$ cat src/shared/ppb_pkg.sv
/*
  Shared definitions for the port-block state machines at both ends of the link:
  element codes, state encodings and link field widths.
  Assumes a single core_clk domain shared by both ends and the bench.
*/
package ppb_pkg;

  // one-hot port states, same layout at both ends
  typedef enum logic [3:0] {
    PPB_BLOCKED        = 4'h1,
    PPB_LOCAL_UNBLOCK  = 4'h2,
    PPB_REMOTE_UNBLOCK = 4'h4,
    PPB_OPERATIONAL    = 4'h8
  } ppb_state_t;

  // element codes carried on the link, valid with a one-cycle strobe
  localparam int PPB_ELEM_W = 3;
  typedef enum logic [2:0] {
    PPB_ELEM_NONE                  = 3'h0,
    PPB_EXCHANGE_UNBLOCK_ELEMENT   = 3'h1,
    PPB_ACCESS_UNBLOCK_ELEMENT     = 3'h2,
    PPB_EXCHANGE_BLOCK_ELEMENT     = 3'h3,
    PPB_ACCESS_BLOCK_ELEMENT       = 3'h4,
    PPB_ACCESS_BLOCK_REQUEST_ELEMENT = 3'h5
  } ppb_elem_t;

  localparam ppb_state_t PPB_RESET_STATE = PPB_BLOCKED;

  function automatic logic ppb_is_oper(input ppb_state_t s);
    return s == PPB_OPERATIONAL;
  endfunction

endpackage : ppb_pkg

$ cat src/shared/ppb_link_if.sv
/*
  Link between the access-network port machine and the exchange port machine.
  Each direction is a one-cycle valid strobe with an element code.
  Assumes both ends run on the same clock; no buffering.
*/
interface ppb_link_if;
  import ppb_pkg::*;
  logic to_ex_valid;
  ppb_elem_t to_ex_elem;
  logic to_an_valid;
  ppb_elem_t to_an_elem;

  modport access_network (output to_ex_valid, output to_ex_elem, input to_an_valid, input to_an_elem);
  modport local_exchange (input to_ex_valid, input to_ex_elem, output to_an_valid, output to_an_elem);
endinterface : ppb_link_if

$ cat src/rtl/ppb_access_fsm.sv
/*
  Access-network port-status machine: blocks, requests blocking of and
  co-ordinately unblocks one telephone-line user port.
  Assumes the exchange end keeps its own side of the link protocol and that
  manager primitives are one-cycle pulses on core_clk.
*/
// Behaviour
// only listed elements cross each direction
// four states, three are non-operational
// indicate unblock entering, block leaving operational
// deferrable block request forwarded only operational
// block immediate; unblock, block request acknowledged
// non-operational: call protocol blocked, no lines
// operational: port may originate, terminate calls
// exchange blocks its call protocol non-operationally
// manager block: send block element, go blocked
// exchange block command: send element, go blocked
// operational block request: send element, stay
// exchange forwards block request only operational
// exchange grants request by block command
// manager unblock request withdraws block request
// exchange unblock: send element, local pending
// blocked plus exchange unblock: remote pending
// remote pending plus manager unblock: operational
// local pending plus answer element: operational
// remote pending plus block element: blocked
// no timeout in unblock pending states
// operational unblock request or element: echo
// exchange re-check answered to confirm alignment
// unexpected events ignored, no output
// reset into blocked, nothing pending
module ppb_access_fsm
  import ppb_pkg::*;
(
  // clock and reset
  input wire logic core_clk,
  input wire logic rst,
  // link
  ppb_link_if.access_network link,
  // manager requests
  input wire logic mgmt_unblock_request,
  input wire logic mgmt_block_command,
  input wire logic mgmt_deferred_block_request,
  // manager indications
  output logic mgmt_unblock_request_ind,
  output logic mgmt_unblock_indication,
  output logic mgmt_block_indication,
  // call-control gating
  output logic call_enable,
  output ppb_state_t port_state
);

  ppb_state_t state_q, state_d;
  logic tx_valid_q, tx_valid_d;
  ppb_elem_t tx_elem_q, tx_elem_d;
  logic ubr_ind_q, ubr_ind_d;
  logic ubi_q, ubi_d;
  logic bi_q, bi_d;
  logic call_en_q;
  logic rx_ex_unblock;
  logic rx_ex_block;

  // one strobe-qualified element match, shared by every inbound decode
  function automatic logic rx_is(input logic valid, input ppb_elem_t elem, input ppb_elem_t want);
    return valid && elem == want;
  endfunction

  // only exchange unblock and block elements are accepted inbound
  assign rx_ex_unblock = rx_is(link.to_an_valid, link.to_an_elem, PPB_EXCHANGE_UNBLOCK_ELEMENT);
  assign rx_ex_block = rx_is(link.to_an_valid, link.to_an_elem, PPB_EXCHANGE_BLOCK_ELEMENT);

  // priority: block command, then received block, then unblocks, then block request;
  // one element is sent per cycle, block wins since it cannot wait for acknowledgement
  // limitation: a lower event in the same cycle is dropped, so the manager must
  // hold off its next primitive until the answer to the last one has come back
  always_comb begin
    state_d = state_q;
    tx_valid_d = 1'b0;
    tx_elem_d = PPB_ELEM_NONE;
    ubr_ind_d = 1'b0;
    ubi_d = 1'b0;
    bi_d = 1'b0;
    if (mgmt_block_command) begin
      // immediate block: sent in every state, never waits for the exchange to agree
      tx_valid_d = 1'b1;
      tx_elem_d = PPB_ACCESS_BLOCK_ELEMENT;
      state_d = PPB_BLOCKED;
      case (state_q)
        PPB_BLOCKED: bi_d = 1'b0;
        PPB_LOCAL_UNBLOCK, PPB_REMOTE_UNBLOCK, PPB_OPERATIONAL: bi_d = 1'b1;
        default: bi_d = 1'b0;
      endcase
    end else if (rx_ex_block) begin
      case (state_q)
        PPB_BLOCKED: begin
          state_d = PPB_BLOCKED;
        end
        PPB_LOCAL_UNBLOCK, PPB_REMOTE_UNBLOCK, PPB_OPERATIONAL: begin
          state_d = PPB_BLOCKED;
          bi_d = 1'b1;
        end
        default: state_d = PPB_BLOCKED;
      endcase
    end else if (mgmt_unblock_request) begin
      tx_valid_d = 1'b1;
      tx_elem_d = PPB_ACCESS_UNBLOCK_ELEMENT;
      case (state_q)
        PPB_BLOCKED: state_d = PPB_LOCAL_UNBLOCK;
        PPB_LOCAL_UNBLOCK: state_d = PPB_LOCAL_UNBLOCK;
        PPB_REMOTE_UNBLOCK: begin
          state_d = PPB_OPERATIONAL;
          ubi_d = 1'b1;
        end
        PPB_OPERATIONAL: begin
          // re-check by the manager; at the exchange it also withdraws a block request
          state_d = PPB_OPERATIONAL;
          ubi_d = 1'b1;
        end
        default: state_d = PPB_BLOCKED;
      endcase
    end else if (rx_ex_unblock) begin
      case (state_q)
        PPB_BLOCKED: begin
          state_d = PPB_REMOTE_UNBLOCK;
          ubr_ind_d = 1'b1;
        end
        PPB_LOCAL_UNBLOCK: begin
          state_d = PPB_OPERATIONAL;
          ubi_d = 1'b1;
        end
        // repeated request from the exchange: forward again and keep waiting, no timer
        PPB_REMOTE_UNBLOCK: ubr_ind_d = 1'b1;
        PPB_OPERATIONAL: begin
          tx_valid_d = 1'b1;
          tx_elem_d = PPB_ACCESS_UNBLOCK_ELEMENT;
          ubi_d = 1'b1;
        end
        default: state_d = PPB_BLOCKED;
      endcase
    end else if (mgmt_deferred_block_request) begin
      // only meaningful while calls can run; the exchange grants it later by blocking
      case (state_q)
        PPB_OPERATIONAL: begin
          tx_valid_d = 1'b1;
          tx_elem_d = PPB_ACCESS_BLOCK_REQUEST_ELEMENT;
        end
        PPB_BLOCKED: state_d = PPB_BLOCKED;
        // unexpected while an unblock handshake is open: no element, no state change
        PPB_LOCAL_UNBLOCK, PPB_REMOTE_UNBLOCK: state_d = state_q;
        default: state_d = PPB_BLOCKED;
      endcase
    end
  end

  always_ff @(posedge core_clk or posedge rst) begin
    if (rst) begin
      state_q <= PPB_RESET_STATE;
    end else begin
      state_q <= state_d;
    end
  end

  always_ff @(posedge core_clk or posedge rst) begin
    if (rst) begin
      tx_valid_q <= 1'b0;
      tx_elem_q <= PPB_ELEM_NONE;
    end else begin
      tx_valid_q <= tx_valid_d;
      tx_elem_q <= tx_elem_d;
    end
  end

  // request forwarded from the exchange
  always_ff @(posedge core_clk or posedge rst) begin
    if (rst) begin
      ubr_ind_q <= 1'b0;
    end else begin
      ubr_ind_q <= ubr_ind_d;
    end
  end

  // notifications of entering and leaving operational
  always_ff @(posedge core_clk or posedge rst) begin
    if (rst) begin
      ubi_q <= 1'b0;
      bi_q <= 1'b0;
    end else begin
      ubi_q <= ubi_d;
      bi_q <= bi_d;
    end
  end

  // call gating is registered from the next state (state_d) so it changes with the indications
  // a port is thus never opened to calls ahead of the unblock indication
  always_ff @(posedge core_clk or posedge rst) begin
    if (rst) begin
      call_en_q <= 1'b0;
    end else begin
      call_en_q <= ppb_is_oper(state_d);
    end
  end

  assign link.to_ex_valid = tx_valid_q;
  assign link.to_ex_elem = tx_elem_q;
  assign mgmt_unblock_request_ind = ubr_ind_q;
  assign mgmt_unblock_indication = ubi_q;
  assign mgmt_block_indication = bi_q;
  assign call_enable = call_en_q;
  assign port_state = state_q;

endmodule // ppb_access_fsm

$ cat src/flat_wrapper.sv
// flat-port wrapper written by rule: the top's interface ports become plain ports
module ppb_access_fsm_flat import ppb_pkg::*;
  (core_clk, rst, mgmt_unblock_request, mgmt_block_command, mgmt_deferred_block_request, mgmt_unblock_request_ind, mgmt_unblock_indication, mgmt_block_indication, call_enable, port_state, link_to_ex_valid, link_to_ex_elem, link_to_an_valid, link_to_an_elem);
  ppb_link_if link_i ();
  input wire logic core_clk;
  input wire logic rst;
  input wire logic mgmt_unblock_request;
  input wire logic mgmt_block_command;
  input wire logic mgmt_deferred_block_request;
  output logic mgmt_unblock_request_ind;
  output logic mgmt_unblock_indication;
  output logic mgmt_block_indication;
  output logic call_enable;
  output ppb_state_t port_state;
  output wire logic [$bits(link_i.to_ex_valid)-1:0] link_to_ex_valid;
  output wire logic [$bits(link_i.to_ex_elem)-1:0] link_to_ex_elem;
  input wire logic [$bits(link_i.to_an_valid)-1:0] link_to_an_valid;
  input wire logic [$bits(link_i.to_an_elem)-1:0] link_to_an_elem;
  assign link_to_ex_valid = link_i.to_ex_valid;
  assign link_to_ex_elem = link_i.to_ex_elem;
  assign link_i.to_an_valid = link_to_an_valid;
  assign link_i.to_an_elem = link_to_an_elem;
  ppb_access_fsm u_core (.core_clk(core_clk), .rst(rst), .link(link_i), .mgmt_unblock_request(mgmt_unblock_request), .mgmt_block_command(mgmt_block_command), .mgmt_deferred_block_request(mgmt_deferred_block_request), .mgmt_unblock_request_ind(mgmt_unblock_request_ind), .mgmt_unblock_indication(mgmt_unblock_indication), .mgmt_block_indication(mgmt_block_indication), .call_enable(call_enable), .port_state(port_state));
endmodule
$ cat config.mk
export PLATFORM = sky130hd
export DESIGN_NAME = ppb_access_fsm_flat
export DESIGN_NICKNAME = d
export VERILOG_FILES = /design/src/shared/ppb_pkg.sv /design/src/shared/ppb_link_if.sv /design/src/rtl/ppb_access_fsm.sv /design/src/flat_wrapper.sv
export SDC_FILE = /design/constraint.sdc
export NUM_CORES = 1
export LEC_CHECK = 0
export BUFFER_PORTS_ARGS = -buffer_cell sky130_fd_sc_hd__buf_2
export CORE_UTILIZATION = 35
export CTS_CLUSTER_DIAMETER = 50
export DETAILED_ROUTE_END_ITERATION = 12
export SLEW_MARGIN = 5
export SYNTH_ARGS = -nofsm -noshare
export SYNTH_HDL_FRONTEND = slang
export SYNTH_SLANG_ARGS = --single-unit
$ cat constraint.sdc
create_clock -name core_clk -period 1.9 [get_ports core_clk]
set_input_delay 0.475 -clock core_clk [delete_from_list [all_inputs] [get_ports core_clk]]
set_output_delay 0.475 -clock core_clk [all_outputs]
set_load 0.05 [all_outputs]
# Word level (Yosys, flattened, before mapping)
# Index checks and enable logic that the tools add are counted.
[word_totals]
register_bits = 12
wordCells = 56
[op_classes]
n_eq_ne = 7
muxes = 35
n_reduce_logical = 7
[op_table]
columns = ["operator", "count"]
rows = [
  ["4-bit two-way mux", 6],
  ["1-bit two-way mux", 20],
  ["3-bit two-way mux", 6],
  ["4-bit case mux with 3 select lines", 1],
  ["4-bit == test, second input constant", 2],
  ["4-bit case mux with 2 select lines", 1],
  ["2-bit OR reduction", 4],
  ["4-bit by 1-bit == test with 1-bit output, second input constant", 1],
  ["4-bit by 2-bit == test with 1-bit output, second input constant", 1],
  ["4-bit by 3-bit == test with 1-bit output, second input constant", 1],
  ["3-bit by 1-bit == test with 1-bit output, second input constant", 1],
  ["3-bit by 2-bit == test with 1-bit output, second input constant", 1],
  ["3-bit OR reduction", 1],
  ["1-bit logical AND", 2],
  ["2-bit two-way mux", 1],
]

# Logic depth before layout (Yosys ltp)
[depth]
ltp_word = 9
ltp_mapped = 6
mapped_depth_nobuf = 5

# Worst setup path before layout
# Ideal clock, no wire load.
[synth_timing]
kind = "reg-to-reg"
from = "reg u_core.state_q[3], in the netlist u_core.port_state[3]"
to = "reg u_core.call_en_q, in the netlist u_core.call_enable"
setup_ns = 0.068
t_arrival_ns = 1.764
required_ns = 1.832
path_slack_ns = 0.068
stages_incl_launch_ff = 7
path_buffers = 1
synth_period_minus_slack_ns = 1.832
cell_sequence = "dfrtp_1 buf_6 nor3b_1 a211oi_1 or3_1 a21oi_2 and4bb_1"
[synth_between]
elab_chain_len = 9
[synth_lines]
columns = ["item", "line", "rtl"]
rows = [
  ["from (decl)", "ppb_access_fsm.sv:53", "ppb_state_t state_q, state_d;"],
  ["from (signal assigned)", "ppb_access_fsm.sv:159", "state_q <= state_d;"],
  ["4-bit by 2-bit == test with 1-bit output, or another cell as far along", "ppb_access_fsm.sv:107, ppb_access_fsm.sv:122, ppb_access_fsm.sv:142", ""],
  ["3-bit OR reduction (no source line)", "n/a", ""],
  ["4-bit two-way mux", "ppb_access_fsm.sv:142", "case (state_q)"],
  ["4-bit two-way mux", "ppb_access_fsm.sv:140", "end else if (mgmt_deferred_block_request) begin"],
  ["4-bit two-way mux", "ppb_access_fsm.sv:121", "end else if (rx_ex_unblock) begin"],
  ["4-bit two-way mux *", "ppb_access_fsm.sv:104", "end else if (mgmt_unblock_request) begin"],
  ["4-bit two-way mux *", "ppb_access_fsm.sv:93", "end else if (rx_ex_block) begin"],
  ["4-bit two-way mux *", "ppb_access_fsm.sv:83", "if (mgmt_block_command) begin"],
  ["via u_core.state_d[3]", "ppb_access_fsm.sv:53", ""],
  ["4-bit == test *", "ppb_pkg.sv:30", "return s == PPB_OPERATIONAL;"],
  ["to (signal assigned)", "ppb_access_fsm.sv:199", "call_en_q <= ppb_is_oper(state_d);"],
  ["to (decl)", "ppb_access_fsm.sv:59", "logic call_en_q;"],
]
# The timed path passes the listed nets; every way through them passes the cells marked *.

# Final worst setup path
[layout_timing]
from = "reg u_core.state_q[1], in the netlist u_core.port_state[1]"
to = "reg u_core.call_en_q, in the netlist u_core.call_enable"
# Same word-level chain as after synthesis.

==> flow_results.org <==
** Pwr
- Combinational Power Share :: between 20% and 30%
- Cell internal power was estimated by the tool at 0.3860 mW.
- Switching power of the nets :: 0.1635 mW
- Part of the power in registers :: around half
- Power density cells :: 671.5 mW/mm^2
- Maximum resistive drop on vdd :: between 0.2 and 0.25 mV
- Static Leakage :: 0.3788 nW
- The clock network is responsible for 28.2% of the overall power.
- Net switching fraction of the power :: 29.76%

** Synth
- The synthesized design spends more area on one cell type than any other, namely sky130_fd_sc_hd__dfrtp_1.
- After synthesis, the cell types taking the most area are sky130_fd_sc_hd__dfrtp_1, sky130_fd_sc_hd__nand2b_1, sky130_fd_sc_hd__nor2_1.
- Cell Area, Synth :: 680.7 um^2
- The synthesized netlist devotes 2.574% of its cell area to XOR and XNOR gates.
- Number of flops mapped to enable cells by yosys :: 0
- Post-Syn Area per Cell :: 9.724 um^2
- Summing the areas of all and, or, nand and nor instances in the mapped netlist gives 33.09% of the synthesized area.
- Of the total synthesized cell area, the portion taken by full adders, half adders and majority gates is 0%.
- Multiplexer area fraction after synthesis :: 0%
- Number of warnings reported in the yosys synthesis log :: 0
- In the synthesized netlist, the number of instances is 70.
- Of the post-synthesis cell area, the dominant cell type holds 40.44%.
- For this run, the leading register cell type out of synthesis is sky130_fd_sc_hd__dfrtp_1.
- The number of nets in the synthesized netlist is 79.
- By area, the combinational part of the netlist is dominated by simple AND/OR/NAND/NOR gates.
- The synthesized netlist devotes 14.34% of its cell area to compound gates.
- Of all flip-flops after synthesis, the portion carrying an async set or reset was between 90% and 100%.
- Flops & latches, synth :: 12
- Sequential area share after synthesis :: 44.30%
- Yosys mapped the design onto 30 distinct sky130hd cell types.

** Critical path
- Data on the critical path is required at its endpoint by 2.11 ns.
- Worst path top cell family by delay :: simple AND/OR/NAND/NOR gates
- STA classifies the critical path startpoint as a flip-flop.
- On the critical path, the stage with the largest delay is an instance of sky130_fd_sc_hd__dfrtp_1.
- Together, buffers and inverters on the worst path number 0.
- The worst register-to-register path begins at u_core.port_state[1].
- CP max stage delay :: about 0.52 ns
- STA puts the critical path data arrival time at between 1.5 and 2 ns.
- The critical path is of the flip-flop to flip-flop type.
- Of all nets on the critical path, the largest fanout is 13.
- Crit path capture type :: flip-flop
- The most critical setup path has its startpoint at u_core.port_state[1].
- Walking the worst path, the cells encountered are nor3b_1, a211oi_1, or3_1, a21oi_2, and4bb_1.

** Final layout
- Utilization after layout :: 45.89%
- The filler cells instantiated in the layout total 192.
- Fraction of layout cells with a size suffix above 1 :: a little under a third
- Synthesis-to-finish area growth :: 20.22%
- Count of inserted antenna diode cells :: 0
- Final nets :: 101

** Clocking
- Clk_lat worst skew :: approximately 0.27 ns
- Maximum level of the CTS H-tree :: 1
- The longest clock path from root to sink contains 2 buffers.
- After clock tree synthesis, the clock-pin slew on the worst setup and hold paths is around 0.070 ns.
- Post-cts sizing count :: 0
- Buffers inserted to repair hold after CTS numbered 0.
- Sink count of the clock tree :: 12
- The cell sitting at the root of the clock tree is a sky130_fd_sc_hd__clkbuf_4.
- The number of setup buffers added after CTS is 0.
- CTS tree :: done
- Clock tree synthesis inserted a total of 3 buffers.

** STA
- Minimum clock period after layout :: 1.709 ns
- Final critical-path setup slack :: 0.1912 ns
- The number of pins with negative max-slew slack in the final report was 0.
- Headroom to the max-slew limit :: between 70 and 80%
- Sum Neg Setup Slack :: 0 ns
- Setup repair after global routing left no endpoint under its margin.
- Share of the clock period used by the worst path after layout :: 89.94%
- The count of final hold-check violations is 0.
- The tightest hold path in the finished design has a slack of 0.1908 ns.
- Final setup vio count :: 0
- Tightest Pin Transition :: 0.4245 ns
- Clock Skew :: 0.004428 ns
- Based on the critical path, the design can be clocked at up to between 500 and 600 MHz.

** Placed design
- Post-place setup slack :: 0.06659 ns
- Port-buffer cells :: 20
- Routability-driven placement finished with a final weighted congestion of between 0.8 and 0.9.
- Estimated wirelength of the detail-placed design :: 1103 um

** Run
- Total of max-cap violations :: 0

** Drt
- For this run, design rule violations remaining after detail routing come to 0.
- Using the TritonRoute via totals, the vias-per-cell ratio works out to 5.052.
- Final Routed Wirelength :: 1451 um
- Wire per inst :: 12.51 um
- In this run, the number of DRC markers left after iteration 0 of detailed routing was 8.
- Via Count :: between 500 and 600
- The first detailed-routing pass took 2 iterations.
- Antenna Violating Nets Remaining :: 0

** Hold path
- Class of the worst hold path :: input port to asynchronous set/reset pin

** Global route
- Summed over all layers, the global routing overflow is 0.
- Global-route wire length before repair :: 2359 um
- Global routing used 16.21% of the available tracks.
- Entering global routing, the biggest net connects 15 pins.
- The number of global-route vias before repair came to 535.
- The number of antenna violations at the first check in global routing was 0.

** Floorplanning
- The floorplan has 15 rows.
- The die covers 0.002125 mm^2.
- The floorplan step set the die width to 46.10 um.
- Initial core utilization :: 38.18%
- # IOs :: 21
- In this run the vertical extent of the chip is 46.10 um.
- In this run the standard cell core region covers 0.001783 mm^2.

** Outcome
- The run finished with clean final reports.
-- flip-flops by register name, indices dropped and copies added, names as in the netlist --
name,cells
u_core.port_state,4
u_core.link.to_ex_elem,3
u_core.mgmt_unblock_indication,1
u_core.mgmt_block_indication,1
u_core.mgmt_unblock_request_ind,1
u_core.call_enable,1
u_core.link.to_ex_valid,1
-- worst register-to-register path: stages (launching register included) --
cell,delay [ns]
sky130_fd_sc_hd__dfrtp_1,0.52
sky130_fd_sc_hd__nor3b_1,0.31
sky130_fd_sc_hd__a211oi_1,0.11
sky130_fd_sc_hd__or3_1,0.35
sky130_fd_sc_hd__a21oi_2,0.17
sky130_fd_sc_hd__and4bb_1,0.20
-- final cells by class --
| class | instances | area [um^2] | area share [%] |
|---|---|---|---|
| multi-input combinational | 52 | 340.3 | 41.59 |
| clock buffer | 4 | 26.28 | 3.211 |
| sequential | 12 | 301.5 | 36.85 |
| timing repair buffer | 22 | 115.1 | 14.07 |
| inverter | 1 | 3.754 | 0.4587 |
| tap | 25 | 31.28 | 3.823 |
-- metrics by stage --
stage          instance area, um^2  total power [mW]  std cells
5_1_grt                      818.3            0.5806        116
4_1_cts                      818.3            0.5577        116
3_5_place_dp                 792.0            0.3991        112
3_3_place_gp                 792.0            0.3972        112
2_1_floorplan                680.7            0.3676         70
6_report                     818.3            0.5495        116
-- cell families after synthesis --
family                 after synthesis
AND/OR/NAND/NOR                     35
AO/OA/AOI/OAI                       15
buffers and inverters                6
flip-flops                          12
XOR/XNOR                             2
-- placed cells by master (no fill, tap or decap), drive strengths merged, types with 2 or more instances in the layout --
cell type  count
a21oi          5
a211oi         2
nor4b          2
nor3b          3
nand2          3
o21ai          3
nand2b         6
dfrtp         11
buf           22
nor3           2
nor2           9
xnor2          2
or3            2
clkbuf         4
and4bb         2
o32ai          2
-- power by group through the flow --
| stage | logic [mW] | registers, mW | clock network [mW] |
|---|---|---|---|
| floorplan | 0.0601 | 0.308 | 0 |
| global placement | 0.111 | 0.286 | 0 |
| detailed placement | 0.112 | 0.287 | 0 |
| CTS | 0.112 | 0.282 | 0.163 |
| global route | 0.122 | 0.284 | 0.174 |
| finish | 0.112 | 0.282 | 0.155 |
-- routing by layer --
layer,up-vias,routed length (um),global-route usage (%)
met5,-,0,0
met3,4,37,2.353
met2,16,694,25.63
met4,0,24,10.59
met1,272,695,20.34
li1,294,-,-
-- cells in the mapped netlist (2+ instances only) --
cell type                   n
sky130_fd_sc_hd__nor2_1     9
sky130_fd_sc_hd__xnor2_1    2
sky130_fd_sc_hd__nor3b_1    3
sky130_fd_sc_hd__dfrtp_1   11
sky130_fd_sc_hd__or3_1      2
sky130_fd_sc_hd__nor3_1     2
sky130_fd_sc_hd__and4bb_1   2
sky130_fd_sc_hd__a21oi_1    4
sky130_fd_sc_hd__a211oi_1   2
sky130_fd_sc_hd__o21ai_0    3
sky130_fd_sc_hd__buf_6      2
sky130_fd_sc_hd__nand2_1    3
sky130_fd_sc_hd__o32ai_1    2
sky130_fd_sc_hd__nand2b_1   6
sky130_fd_sc_hd__clkbuf_1   2
-- final timing paths --
path                                                    to  slack (ns)  depth (start not counted)
setup / recovery                        u_core.call_enable        0.19                          5
hold / removal                          u_core.call_enable        0.19                          2
setup reg to reg                        u_core.call_enable        0.19                          5
hold reg to reg            u_core.mgmt_unblock_request_ind        0.67                          2
max in group asynchronous             u_core.port_state[0]        1.38                          2
min in group core_clk            u_core.link.to_ex_elem[0]        0.40                          2
No activity file was read; power rests on OpenSTA's default activity.
